<file path="src/logic/eel_pkg.sv">
// Constants, register map and state encodings for the EEE LPI and wake event block
package eel_pkg;

  localparam int unsigned CLK_MHZ       = 25;
  localparam int unsigned TS_US         = 200;
  localparam int unsigned TQ_US         = 20000;
  localparam int unsigned TR_US         = 200;
  localparam int unsigned TW_US         = 30;
  localparam int unsigned TS_CYC        = TS_US * CLK_MHZ;
  localparam int unsigned TQ_CYC        = TQ_US * CLK_MHZ;
  localparam int unsigned TR_CYC        = TR_US * CLK_MHZ;
  localparam int unsigned TW_CYC        = TW_US * CLK_MHZ;
  localparam int unsigned REC_CYC       = TW_CYC + 16;
  localparam int unsigned EN_UNIT_US    = 1;
  localparam logic [15:0] EN_UNIT_CYC   = 16'(EN_UNIT_US * CLK_MHZ);

  localparam logic [3:0]  A_CTRL        = 4'h0;
  localparam logic [3:0]  A_STATUS      = 4'h1;
  localparam logic [3:0]  A_WAKE_STAT   = 4'h2;
  localparam logic [3:0]  A_WAKE_MASK   = 4'h3;
  localparam logic [3:0]  A_INT_STAT    = 4'h4;
  localparam logic [3:0]  A_INT_MASK    = 4'h5;
  localparam logic [3:0]  A_MAC_LO      = 4'h6;
  localparam logic [3:0]  A_MAC_HI      = 4'h7;
  localparam logic [3:0]  A_EN_TIME     = 4'h8;

  localparam int unsigned CTRL_ADV      = 0;
  localparam int unsigned CTRL_LPI      = 1;
  localparam int unsigned CTRL_PME_SEL  = 2;
  localparam int unsigned WK_ENERGY     = 0;
  localparam int unsigned WK_LINK       = 1;
  localparam int unsigned WK_PKT        = 2;
  localparam int unsigned INT_PME       = 4;

  localparam logic [2:0]  CTRL_RST      = 3'h0;
  localparam logic [2:0]  WMASK_RST     = 3'h0;
  localparam logic [47:0] MAC_RST       = 48'h0;
  localparam logic [7:0]  EN_TIME_RST   = 8'h10;

  localparam logic [3:0]  LPI_TXD       = 4'h1;
  localparam logic [7:0]  SYNC_BYTE     = 8'hff;
  localparam logic [7:0]  SFD_BYTE      = 8'hd5;
  localparam logic [2:0]  SYNC_LEN      = 3'h6;
  localparam logic [4:0]  REP_LEN       = 5'h10;
  localparam logic [31:0] CRC_POLY      = 32'hedb88320;
  localparam logic [31:0] CRC_RESIDUE   = 32'hdebb20e3;

  typedef enum logic [2:0] {
    PHY_NORM  = 3'b000,
    PHY_SLEEP = 3'b001,
    PHY_QUIET = 3'b010,
    PHY_REFR  = 3'b011,
    PHY_WAKE  = 3'b100
  } eel_phy_e;

  typedef enum logic [1:0] {
    TX_NORM = 2'b00,
    TX_LPI  = 2'b01,
    TX_REC  = 2'b10
  } eel_tx_e;

endpackage

</file>
<file path="src/logic/eel_top.sv">
// EEE low-power-idle transmit/receive logic, PHY LPI timing and wake event detection
//
// Our own choices: the placing of the registers and the Avalon-MM slave port.
`timescale 1ns/1ps
module eel_top #(
  parameter int unsigned TS_CYC_P  = eel_pkg::TS_CYC,
  parameter int unsigned TQ_CYC_P  = eel_pkg::TQ_CYC,
  parameter int unsigned TR_CYC_P  = eel_pkg::TR_CYC,
  parameter int unsigned TW_CYC_P  = eel_pkg::TW_CYC,
  parameter int unsigned REC_CYC_P = eel_pkg::REC_CYC
) (
  input  wire logic         clk_sys_i,
  input  wire logic         sys_rst_i,
  input  wire logic [5:0]   avs_address_i,
  input  wire logic         avs_read_i,
  input  wire logic         avs_write_i,
  input  wire logic [31:0]  avs_writedata_i,
  input  wire logic [3:0]   avs_byteenable_i,
  output logic [31:0]       avs_readdata_o,
  output logic              avs_waitrequest_o,
  input  wire logic [3:0]   mac_txd_i,
  input  wire logic         mac_txen_i,
  output logic              mac_crs_o,
  output logic [3:0]        mii_txd_o,
  output logic              mii_txen_o,
  output logic              mii_txer_o,
  input  wire logic [3:0]   mii_rxd_i,
  input  wire logic         mii_rxdv_i,
  input  wire logic         mii_rxer_i,
  output logic [3:0]        mac_rxd_o,
  output logic              mac_rxdv_o,
  output logic              mac_rxer_o,
  output logic              partner_idle_flag_o,
  output eel_pkg::eel_phy_e line_sig_o,
  input  eel_pkg::eel_phy_e line_sig_i,
  output logic              rx_power_save_o,
  input  wire logic         an_done_i,
  input  wire logic         partner_eee_adv_i,
  input  wire logic         energy_i,
  input  wire logic         link_up_i,
  output logic              host_irq_out_low_o,
  output logic              power_event_out_o,
  output logic              power_event_out_low_o
);
  import eel_pkg::*;

  function automatic logic [31:0] crc_byte(input logic [31:0] c, input logic [7:0] d);
    logic [31:0] r;
    r = c;
    for (int i = 0; i < 8; i++) begin
      r = (r[0] ^ d[i]) ? ((r >> 1) ^ CRC_POLY) : (r >> 1);
    end
    return r;
  endfunction

  function automatic logic [7:0] mac_byte(input logic [47:0] m, input logic [2:0] k);
    logic [7:0] b;
    b = 8'h00;
    for (int j = 0; j < 6; j++) begin
      if (k == 3'(j)) begin
        b = m[47 - 8*j -: 8];
      end
    end
    return b;
  endfunction

  ////////////////////////////////////////////////////////////////////////////
  // Register bus
  logic [2:0]   ctrl_ff;
  logic [2:0]   wmask_ff;
  logic [2:0]   wstat_ff;
  logic         pme_flag_ff;
  logic         int_mask_ff;
  logic [47:0]  mac_ff;
  logic [7:0]   en_time_ff;
  logic         wait_ff;
  logic [31:0]  rdata_ff;
  logic         acc;
  logic         wr_acc;
  logic         rd_acc;
  logic [3:0]   widx;
  logic [31:0]  bmask;
  logic [31:0]  rd_mux;
  logic         eee_on;
  eel_tx_e      tx_st_ff;
  eel_phy_e     phy_st_ff;
  logic         rx_lpi_ff;
  logic         part_idle_ff;
  logic [2:0]   wk_set;

  assign widx   = avs_address_i[5:2];
  assign acc    = (avs_read_i | avs_write_i) & wait_ff;
  assign wr_acc = acc & avs_write_i;
  assign rd_acc = acc & avs_read_i;
  assign bmask  = {{8{avs_byteenable_i[3]}}, {8{avs_byteenable_i[2]}},
                   {8{avs_byteenable_i[1]}}, {8{avs_byteenable_i[0]}}};

  // Idle high; drops for one cycle per request so each access is taken once
  always_ff @(posedge clk_sys_i or posedge sys_rst_i) begin
    if (sys_rst_i) begin
      wait_ff <= 1'b1;
    end else begin
      wait_ff <= ~acc;
    end
  end

  always_comb begin
    rd_mux = 32'h0;
    unique case (widx)
      A_CTRL:      rd_mux = {29'h0, ctrl_ff};
      A_STATUS:    rd_mux = {24'h0, rx_lpi_ff, phy_st_ff, tx_st_ff, part_idle_ff, eee_on};
      A_WAKE_STAT: rd_mux = {29'h0, wstat_ff};
      A_WAKE_MASK: rd_mux = {29'h0, wmask_ff};
      A_INT_STAT:  rd_mux = {27'h0, pme_flag_ff, 4'h0};
      A_INT_MASK:  rd_mux = {27'h0, int_mask_ff, 4'h0};
      A_MAC_LO:    rd_mux = mac_ff[31:0];
      A_MAC_HI:    rd_mux = {16'h0, mac_ff[47:32]};
      A_EN_TIME:   rd_mux = {24'h0, en_time_ff};
      default:     rd_mux = 32'h0;
    endcase
  end

  always_ff @(posedge clk_sys_i or posedge sys_rst_i) begin
    if (sys_rst_i) begin
      rdata_ff <= 32'h0;
    end else if (rd_acc) begin
      rdata_ff <= rd_mux;
    end
  end

  always_ff @(posedge clk_sys_i or posedge sys_rst_i) begin
    if (sys_rst_i) begin
      ctrl_ff     <= CTRL_RST;
      wmask_ff    <= WMASK_RST;
      int_mask_ff <= 1'b0;
      mac_ff      <= MAC_RST;
      en_time_ff  <= EN_TIME_RST;
    end else if (wr_acc) begin
      unique case (widx)
        A_CTRL: begin
          ctrl_ff <= (ctrl_ff & ~bmask[2:0]) | (avs_writedata_i[2:0] & bmask[2:0]);
        end
        A_WAKE_MASK: begin
          wmask_ff <= (wmask_ff & ~bmask[2:0]) | (avs_writedata_i[2:0] & bmask[2:0]);
        end
        A_INT_MASK: begin
          if (avs_byteenable_i[0]) begin
            int_mask_ff <= avs_writedata_i[INT_PME];
          end
        end
        A_MAC_LO: begin
          mac_ff[31:0] <= (mac_ff[31:0] & ~bmask) | (avs_writedata_i & bmask);
        end
        A_MAC_HI: begin
          mac_ff[47:32] <= (mac_ff[47:32] & ~bmask[15:0])
                           | (avs_writedata_i[15:0] & bmask[15:0]);
        end
        A_EN_TIME: begin
          if (avs_byteenable_i[0]) begin
            en_time_ff <= avs_writedata_i[7:0];
          end
        end
        default: begin
        end
      endcase
    end
  end

  ////////////////////////////////////////////////////////////////////////////
  // EEE resolution and transmit LPI assert
  logic         lpi_req;
  logic         tx_lpi;
  logic [19:0]  rec_cnt_ff;

  assign eee_on  = an_done_i & partner_eee_adv_i & ctrl_ff[CTRL_ADV];
  assign lpi_req = eee_on & ctrl_ff[CTRL_LPI];
  assign tx_lpi  = (tx_st_ff == TX_LPI);

  // Entry waits for the MAC to be between frames so no frame is cut
  always_ff @(posedge clk_sys_i or posedge sys_rst_i) begin
    if (sys_rst_i) begin
      tx_st_ff   <= TX_NORM;
      rec_cnt_ff <= 20'h0;
    end else begin
      unique case (tx_st_ff)
        TX_NORM: begin
          if (lpi_req && !mac_txen_i && !mii_txen_o) begin
            tx_st_ff <= TX_LPI;
          end
        end
        TX_LPI: begin
          if (!lpi_req) begin
            tx_st_ff   <= TX_REC;
            rec_cnt_ff <= 20'(REC_CYC_P - 1);
          end
        end
        TX_REC: begin
          if (rec_cnt_ff == 20'h0) begin
            tx_st_ff <= TX_NORM;
          end else begin
            rec_cnt_ff <= rec_cnt_ff - 20'h1;
          end
        end
        default: tx_st_ff <= TX_NORM;
      endcase
    end
  end

  always_ff @(posedge clk_sys_i or posedge sys_rst_i) begin
    if (sys_rst_i) begin
      mii_txd_o  <= 4'h0;
      mii_txen_o <= 1'b0;
      mii_txer_o <= 1'b0;
      mac_crs_o  <= 1'b0;
    end else begin
      mac_crs_o <= (tx_st_ff != TX_NORM) | (lpi_req & !mac_txen_i);
      if (tx_lpi) begin
        mii_txd_o  <= LPI_TXD;
        mii_txen_o <= 1'b0;
        mii_txer_o <= 1'b1;
      end else if (tx_st_ff == TX_REC) begin
        mii_txd_o  <= 4'h0;
        mii_txen_o <= 1'b0;
        mii_txer_o <= 1'b0;
      end else begin
        mii_txd_o  <= mac_txd_i;
        mii_txen_o <= mac_txen_i;
        mii_txer_o <= 1'b0;
      end
    end
  end

  ////////////////////////////////////////////////////////////////////////////
  // PHY transmit sleep / quiet / refresh / wake timing
  logic [19:0]  phy_cnt_ff;

  always_ff @(posedge clk_sys_i or posedge sys_rst_i) begin
    if (sys_rst_i) begin
      phy_st_ff  <= PHY_NORM;
      phy_cnt_ff <= 20'h0;
    end else begin
      if (phy_cnt_ff != 20'h0) begin
        phy_cnt_ff <= phy_cnt_ff - 20'h1;
      end
      unique case (phy_st_ff)
        PHY_NORM: begin
          if (tx_lpi) begin
            phy_st_ff  <= PHY_SLEEP;
            phy_cnt_ff <= 20'(TS_CYC_P - 1);
          end
        end
        PHY_SLEEP, PHY_QUIET, PHY_REFR: begin
          if (!tx_lpi) begin
            phy_st_ff  <= PHY_WAKE;
            phy_cnt_ff <= 20'(TW_CYC_P - 1);
          end else if (phy_cnt_ff == 20'h0) begin
            if (phy_st_ff == PHY_QUIET) begin
              phy_st_ff  <= PHY_REFR;
              phy_cnt_ff <= 20'(TR_CYC_P - 1);
            end else begin
              phy_st_ff  <= PHY_QUIET;
              phy_cnt_ff <= 20'(TQ_CYC_P - 1);
            end
          end
        end
        PHY_WAKE: begin
          if (phy_cnt_ff == 20'h0) begin
            phy_st_ff <= PHY_NORM;
          end
        end
        default: phy_st_ff <= PHY_NORM;
      endcase
    end
  end

  always_ff @(posedge clk_sys_i or posedge sys_rst_i) begin
    if (sys_rst_i) begin
      line_sig_o <= PHY_NORM;
    end else begin
      line_sig_o <= phy_st_ff;
    end
  end

  ////////////////////////////////////////////////////////////////////////////
  // PHY receive LPI and MAC-side LPI detect
  logic [3:0]   rx_d;
  logic         rx_dv;
  logic         rx_er;
  logic         rx_is_lpi;

  // Receive LPI is independent of transmit state
  always_ff @(posedge clk_sys_i or posedge sys_rst_i) begin
    if (sys_rst_i) begin
      rx_lpi_ff <= 1'b0;
    end else if (!eee_on || line_sig_i == PHY_WAKE) begin
      rx_lpi_ff <= 1'b0;
    end else if (line_sig_i == PHY_SLEEP) begin
      rx_lpi_ff <= 1'b1;
    end
  end

  assign rx_d      = rx_lpi_ff ? LPI_TXD : mii_rxd_i;
  assign rx_dv     = rx_lpi_ff ? 1'b0 : mii_rxdv_i;
  assign rx_er     = rx_lpi_ff ? 1'b1 : mii_rxer_i;
  assign rx_is_lpi = !rx_dv && rx_er && (rx_d == LPI_TXD);

  always_ff @(posedge clk_sys_i or posedge sys_rst_i) begin
    if (sys_rst_i) begin
      mac_rxd_o       <= 4'h0;
      mac_rxdv_o      <= 1'b0;
      mac_rxer_o      <= 1'b0;
      part_idle_ff    <= 1'b0;
      rx_power_save_o <= 1'b0;
    end else begin
      rx_power_save_o <= rx_lpi_ff;
      part_idle_ff    <= rx_is_lpi;
      if (rx_is_lpi) begin
        mac_rxd_o  <= 4'h0;
        mac_rxdv_o <= 1'b0;
        mac_rxer_o <= 1'b0;
      end else begin
        mac_rxd_o  <= rx_d;
        mac_rxdv_o <= rx_dv;
        mac_rxer_o <= rx_er;
      end
    end
  end

  assign partner_idle_flag_o = part_idle_ff;

  ////////////////////////////////////////////////////////////////////////////
  // Wake packet scan over received bytes
  logic         hi_nib_ff;
  logic [3:0]   lo_nib_ff;
  logic         in_frm_ff;
  logic [2:0]   da_idx_ff;
  logic         da_own_ff;
  logic         da_bc_ff;
  logic [2:0]   ff_cnt_ff;
  logic [4:0]   rep_ff;
  logic [2:0]   mi_ff;
  logic         found_ff;
  logic [31:0]  crc_ff;
  logic         dv_q_ff;
  logic [7:0]   rx_byte;
  logic         byte_vld;
  logic         frm_end;
  logic [7:0]   m_b;
  logic         pkt_hit;

  assign rx_byte  = {rx_d, lo_nib_ff};
  assign byte_vld = rx_dv && hi_nib_ff;
  assign frm_end  = dv_q_ff && !rx_dv;
  assign m_b      = mac_byte(mac_ff, mi_ff);
  assign pkt_hit  = frm_end && in_frm_ff && found_ff && wmask_ff[WK_PKT]
                    && (da_own_ff || da_bc_ff) && (crc_ff == CRC_RESIDUE);

  always_ff @(posedge clk_sys_i or posedge sys_rst_i) begin
    if (sys_rst_i) begin
      hi_nib_ff <= 1'b0;
      lo_nib_ff <= 4'h0;
      dv_q_ff   <= 1'b0;
    end else begin
      dv_q_ff   <= rx_dv;
      hi_nib_ff <= rx_dv & ~hi_nib_ff;
      if (rx_dv && !hi_nib_ff) begin
        lo_nib_ff <= rx_d;
      end
    end
  end

  // Scanner is held cleared unless enabled; failed frames leave no trace
  always_ff @(posedge clk_sys_i or posedge sys_rst_i) begin
    if (sys_rst_i) begin
      in_frm_ff <= 1'b0;
      da_idx_ff <= 3'h0;
      da_own_ff <= 1'b1;
      da_bc_ff  <= 1'b1;
      ff_cnt_ff <= 3'h0;
      rep_ff    <= 5'h0;
      mi_ff     <= 3'h0;
      found_ff  <= 1'b0;
      crc_ff    <= 32'hffffffff;
    end else if (!rx_dv || !wmask_ff[WK_PKT]) begin
      in_frm_ff <= 1'b0;
      da_idx_ff <= 3'h0;
      da_own_ff <= 1'b1;
      da_bc_ff  <= 1'b1;
      ff_cnt_ff <= 3'h0;
      rep_ff    <= 5'h0;
      mi_ff     <= 3'h0;
      found_ff  <= 1'b0;
      crc_ff    <= 32'hffffffff;
    end else if (byte_vld && !in_frm_ff) begin
      in_frm_ff <= (rx_byte == SFD_BYTE);
    end else if (byte_vld) begin
      crc_ff <= crc_byte(crc_ff, rx_byte);
      if (da_idx_ff != SYNC_LEN) begin
        da_own_ff <= da_own_ff && (rx_byte == mac_byte(mac_ff, da_idx_ff));
        da_bc_ff  <= da_bc_ff && (rx_byte == SYNC_BYTE);
        da_idx_ff <= da_idx_ff + 3'h1;
      end
      if (!found_ff) begin
        if (ff_cnt_ff == SYNC_LEN && rx_byte == m_b) begin
          if (mi_ff == 3'h5) begin
            mi_ff <= 3'h0;
            rep_ff <= rep_ff + 5'h1;
            found_ff <= (rep_ff == REP_LEN - 5'h1);
          end else begin
            mi_ff <= mi_ff + 3'h1;
          end
        end else if (rx_byte == SYNC_BYTE) begin
          ff_cnt_ff <= (ff_cnt_ff == SYNC_LEN && rep_ff == 5'h0 && mi_ff == 3'h0)
                       ? SYNC_LEN : ((rep_ff != 5'h0 || mi_ff != 3'h0) ? 3'h1
                       : ff_cnt_ff + 3'h1);
          rep_ff <= 5'h0;
          mi_ff  <= 3'h0;
        end else begin
          ff_cnt_ff <= 3'h0;
          rep_ff    <= 5'h0;
          mi_ff     <= 3'h0;
        end
      end
    end
  end

  ////////////////////////////////////////////////////////////////////////////
  // Energy and link-up wake events
  logic [15:0]  en_cnt_ff;
  logic         en_done_ff;
  logic         link_q_ff;
  logic [15:0]  en_lim;

  assign en_lim = 16'(en_time_ff) * EN_UNIT_CYC;

  always_ff @(posedge clk_sys_i or posedge sys_rst_i) begin
    if (sys_rst_i) begin
      en_cnt_ff  <= 16'h0;
      en_done_ff <= 1'b0;
      link_q_ff  <= 1'b0;
    end else begin
      link_q_ff <= link_up_i;
      if (!energy_i) begin
        en_cnt_ff  <= 16'h0;
        en_done_ff <= 1'b0;
      end else begin
        if (en_cnt_ff != 16'hffff) begin
          en_cnt_ff <= en_cnt_ff + 16'h1;
        end
        if (en_cnt_ff > en_lim) begin
          en_done_ff <= 1'b1;
        end
      end
    end
  end

  assign wk_set[WK_ENERGY] = energy_i && !en_done_ff && (en_cnt_ff > en_lim)
                             && wmask_ff[WK_ENERGY];
  assign wk_set[WK_LINK]   = link_up_i && !link_q_ff && wmask_ff[WK_LINK];
  assign wk_set[WK_PKT]    = pkt_hit;

  ////////////////////////////////////////////////////////////////////////////
  // Wake status, power event flag and host notification
  logic         wclr_hit;
  logic         iclr_hit;

  assign wclr_hit = wr_acc && (widx == A_WAKE_STAT) && avs_byteenable_i[0];
  assign iclr_hit = rd_acc && (widx == A_INT_STAT);

  // New events win over a clear in the same cycle
  always_ff @(posedge clk_sys_i or posedge sys_rst_i) begin
    if (sys_rst_i) begin
      wstat_ff    <= 3'h0;
      pme_flag_ff <= 1'b0;
    end else begin
      wstat_ff    <= (wstat_ff & ~(wclr_hit ? avs_writedata_i[2:0] : 3'h0))
                     | wk_set;
      pme_flag_ff <= (pme_flag_ff & ~iclr_hit) | (|wk_set);
    end
  end

  always_ff @(posedge clk_sys_i or posedge sys_rst_i) begin
    if (sys_rst_i) begin
      host_irq_out_low_o    <= 1'b1;
      power_event_out_o     <= 1'b0;
      power_event_out_low_o <= 1'b1;
    end else begin
      host_irq_out_low_o    <= !(pme_flag_ff && int_mask_ff && !ctrl_ff[CTRL_PME_SEL]);
      power_event_out_o     <= pme_flag_ff && int_mask_ff && ctrl_ff[CTRL_PME_SEL];
      power_event_out_low_o <= !(pme_flag_ff && int_mask_ff && ctrl_ff[CTRL_PME_SEL]);
    end
  end

  assign avs_waitrequest_o = wait_ff;
  assign avs_readdata_o    = rdata_ff;

endmodule

</file>
<file path="config.mk">
export PLATFORM = sky130hd
export DESIGN_NAME = eel_top
export DESIGN_NICKNAME = d
export VERILOG_FILES = /design/src/logic/eel_pkg.sv /design/src/logic/eel_top.sv
export SDC_FILE = /design/constraint.sdc
export NUM_CORES = 1
export LEC_CHECK = 0
export BUFFER_PORTS_ARGS = -buffer_cell sky130_fd_sc_hd__buf_4
export CAP_MARGIN = 20
export CELL_PAD_IN_SITES_DETAIL_PLACEMENT = 2
export CELL_PAD_IN_SITES_GLOBAL_PLACEMENT = 2
export CORE_MARGIN = 8
export CORE_UTILIZATION = 30
export DETAILED_ROUTE_END_ITERATION = 8
export GPL_TIMING_DRIVEN = 0
export PLACE_DENSITY_LB_ADDON = 0.1
export SLEW_MARGIN = 20
export SYNTH_ARGS = -nofsm -noshare
export SYNTH_HDL_FRONTEND = slang
export SYNTH_SLANG_ARGS = --single-unit
</file>
<file path="constraint.sdc">
create_clock -name clk_sys_i -period 8.5 [get_ports clk_sys_i]
set_clock_uncertainty 0.2 [all_clocks]
set_input_delay 1.275 -clock clk_sys_i [delete_from_list [all_inputs] [get_ports clk_sys_i]]
set_output_delay 1.275 -clock clk_sys_i [all_outputs]
set_load 0.03 [all_outputs]
</file>
==> results.toml <==
[synth]
synth.area.top_cells = "dfrtp_1, dfstp_2, mux2_2, ha_1, nand2_1"
netlist_area_sq_mm = 0.0137
synthCells = 1411
synth_nets = 1534
synth_edf_count = 0
yosysTopAreaCell = "dfrtp_1"
synth.yosys.seq_area_share_pct = 44.1
synth_area_per_cell_sq_um = 9.73
synth_top_area_share_pct = 36.8
ys.warnings.count = 0
synthDistinctLibCells = 88
ys.flop_type = "dfrtp_1"
ys_ff_latch = 240
async_flop_share_pct = 100

[global_routing]
grt_pass1_vias = 12600
grt_pass1_wl_microns = 76300
grt_max_degree = 92
antenna_found_initial = 0
gr-total-overflow = 0
grt_use_total_pct = 18.2

[floorplanning]
coreArea_sq_mm = 0.0453
fp-row-count = 78
die_w_microns = 230
boundaryPins = 118
start_util_pct = 30.3
die-area_sq_mm = 0.0529
chipHeight_microns = 230

[sta]
period_share_pct = 56.8
worst_slew_pin_slew_ns = 0.981
rsz0062_at_grt = "no"
fmax_ghz = 0.207
fin_setup_tns_ns = 0
hold_viol_final = 0
drv_slew = 0
setup_violations = 0
hold_ws_ns = 0.229
slew_headroom_pct = 33.9
setup_ws_ns = 3.68
min_period_ns = 4.82

[cts]
tritoncts = "yes"
ctsHoldBuffers = 0
cts_resized = 0
cts_buffer_depth = 3
cts.sinks = 240
htree_levels = 2
cts_setup_buffers = 0
cts_buffers = 34
worstSkewPairLatency_ns = 0.54
path_clk_slew_ns = 0.05
clockRootBuffer = "clkbuf_16"

[cells_and_area]
n_fill_cell = 5013
n_antenna_cell = 0
seqCellArea_sq_mm = 0.00605
finalNetCount = 1685
multi_input_area_sq_mm = 0.00720
final_area_sq_mm = 0.0165
final_layout_size_suffix_gt1_share_pct = 21.0
area_delta_synth_final_pct = 20.4

[critical_path]
r2r_cells = 21
critPathSlowestCell = "dfstp_2"
path_depth = 21
crit_arrival_ns = 5.03
cpMostUsedCell = "ha_1"
crit_required_ns = 8.71
crit_path_start_kind = "flip-flop"
crit_type = "flip-flop to flip-flop"
slowest_delay_ns = 0.59
cp_top_family = "adder cells"
crit_chain = "ha_1, ha_1, inv_1, fa_1, inv_1, ha_1, inv_1, nor2_1, nor2_1, o21bai_1, a21oi_1, o21ai_0, xnor2_1, ha_1, nand3_1, nor2_1, nand3_1, nor3_1, o21ba_2, o21ai_0, nand2_1"
end_kind = "flip-flop"
path_buf_inv = 3
critPathMaxFanout = 5

[place]
post-place-ws_ns = 3.60
numPortBuffers = 113
gp_congestion = 0.818
dpl_cell_area_sq_mm = 0.0154
dp_hpwl_microns = 37000

[min_path]
worstHoldPathCells = 0
hold_path.class = "flip-flop to flip-flop"

[pwr]
ir_drop_mv = 0.125
cellPowerDensity_mw_per_mm2 = 208
leakagePower_nw = 7.49

[detailed_routing]
wl_per_cell_microns = 22.1
antenna_left = 0
drc = 0
vias_per_cell = 5.22
drt_iter0_drc = 560
drtPass1Iterations = 5
vias = 11400
drt_wl_total_microns = 48300

[run_status]
status = "finished clean"

[job]
cap_violations = 0
-- metal layers --
metal	share of wire (%)	track usage, %	wire, microns	up-vias
met4	2.1	4.67	1010	0
met1	49	25.3	23700	5859
met3	3.3	3.30	1620	58
met5	0	0	0	-
li1	-	-	-	5319
met2	46	28.8	22000	182
-- placed cells by master (no fill, tap or decap), types with 18 or more instances in the layout --
cell type	instances
nand3_1	32
nor3_1	25
mux2i_1	18
o21ai_0	83
buf_4	115
inv_1	54
o211ai_1	34
a21oi_1	76
dfrtp_1	202
dfstp_2	38
nand4_1	18
clkbuf_16	34
nand2_1	166
nor2_1	104
xnor2_1	69
ha_1	56
mux2_2	64
xor2_1	42
clkbuf_1	53
-- metrics by stage --
step | instances | total power, mW | utilization (%)
2_1_floorplan | 1411 | 1.79 | -
3_3_place_gp | 2124 | 2.02 | 33.9
3_5_place_dp | 2126 | 2.05 | 34.0
4_1_cts | 2186 | 3.52 | 36.5
5_1_grt | 2186 | 3.63 | 36.5
6_report | 2186 | 3.45 | 36.5
-- report_power, final --
group	leakage, nW	internal (mW)	switching (mW)
Sequential	3.04	1.21	0.105
Combinational	3.89	0.300	0.397
Clock	0.552	0.878	0.551
Total	7.49	2.39	1.05
-- final timing paths --
kind	to	slack (ns)	start
worst max-delay path	pme_flag_ff$_DFF_PP0_	3.68	en_time_ff[4]$_DFFE_PP1P_
worst min-delay path	line_sig_o[2]$_DFF_PP0_	0.23	phy_st_ff[2]$_DFFE_PP0P_
worst max register to register	pme_flag_ff$_DFF_PP0_	3.68	en_time_ff[4]$_DFFE_PP1P_
worst min register to register	line_sig_o[2]$_DFF_PP0_	0.23	phy_st_ff[2]$_DFFE_PP0P_
max in group asynchronous	crc_ff[0]$_DFFE_PP1P_	6.25	sys_rst_i
min in group asynchronous	en_cnt_ff[13]$_DFFE_PP0P_	0.57	sys_rst_i
-- cell type report --
| type | count | area share [%] |
|---|---|---|
| clock buffers | 50 | 6.05 |
| flip-flops and latches | 240 | 36.6 |
| plain buffers | 65 | 1.72 |
| multi-input cells | 1049 | 43.5 |
| clock inverters | 10 | 0.734 |
| repair buffers | 115 | 5.46 |
| well taps | 600 | 4.54 |
| inverters | 57 | 1.34 |
-- Yosys cell counts, types with 4 or more instances --
cell	instances
a31oi_1	11
nor4b_1	4
a221oi_1	10
buf_2	14
nand3b_1	6
nor2b_1	14
inv_1	55
o21ai_0	83
a222oi_1	5
nor3_1	27
and3_1	10
dfstp_2	38
o22ai_1	4
or3_1	16
o21a_1	8
or2_2	8
a21oi_1	76
a211oi_1	6
a21o_1	13
nand2b_1	14
o211ai_1	34
dfrtp_1	202
mux2_2	64
mux2i_1	18
nor4_1	13
xnor2_1	69
clkbuf_1	46
ha_1	56
nand4_1	18
a22o_1	16
o31ai_1	6
xor2_1	42
and2_1	5
nand3_1	32
nand2_1	166
o21bai_1	4
a22oi_1	15
xnor2_2	4
nor2_1	104
-- logic make-up after synthesis --
family / share of synthesized area, %
fa+ha+maj: 5.61
flops: 44.1
mux: 6.86
buf+inv: 3.63
compound gates: 15.5
simple gates: 16.5
xor+xnor: 7.79
(Power assumes the default switching activity.)
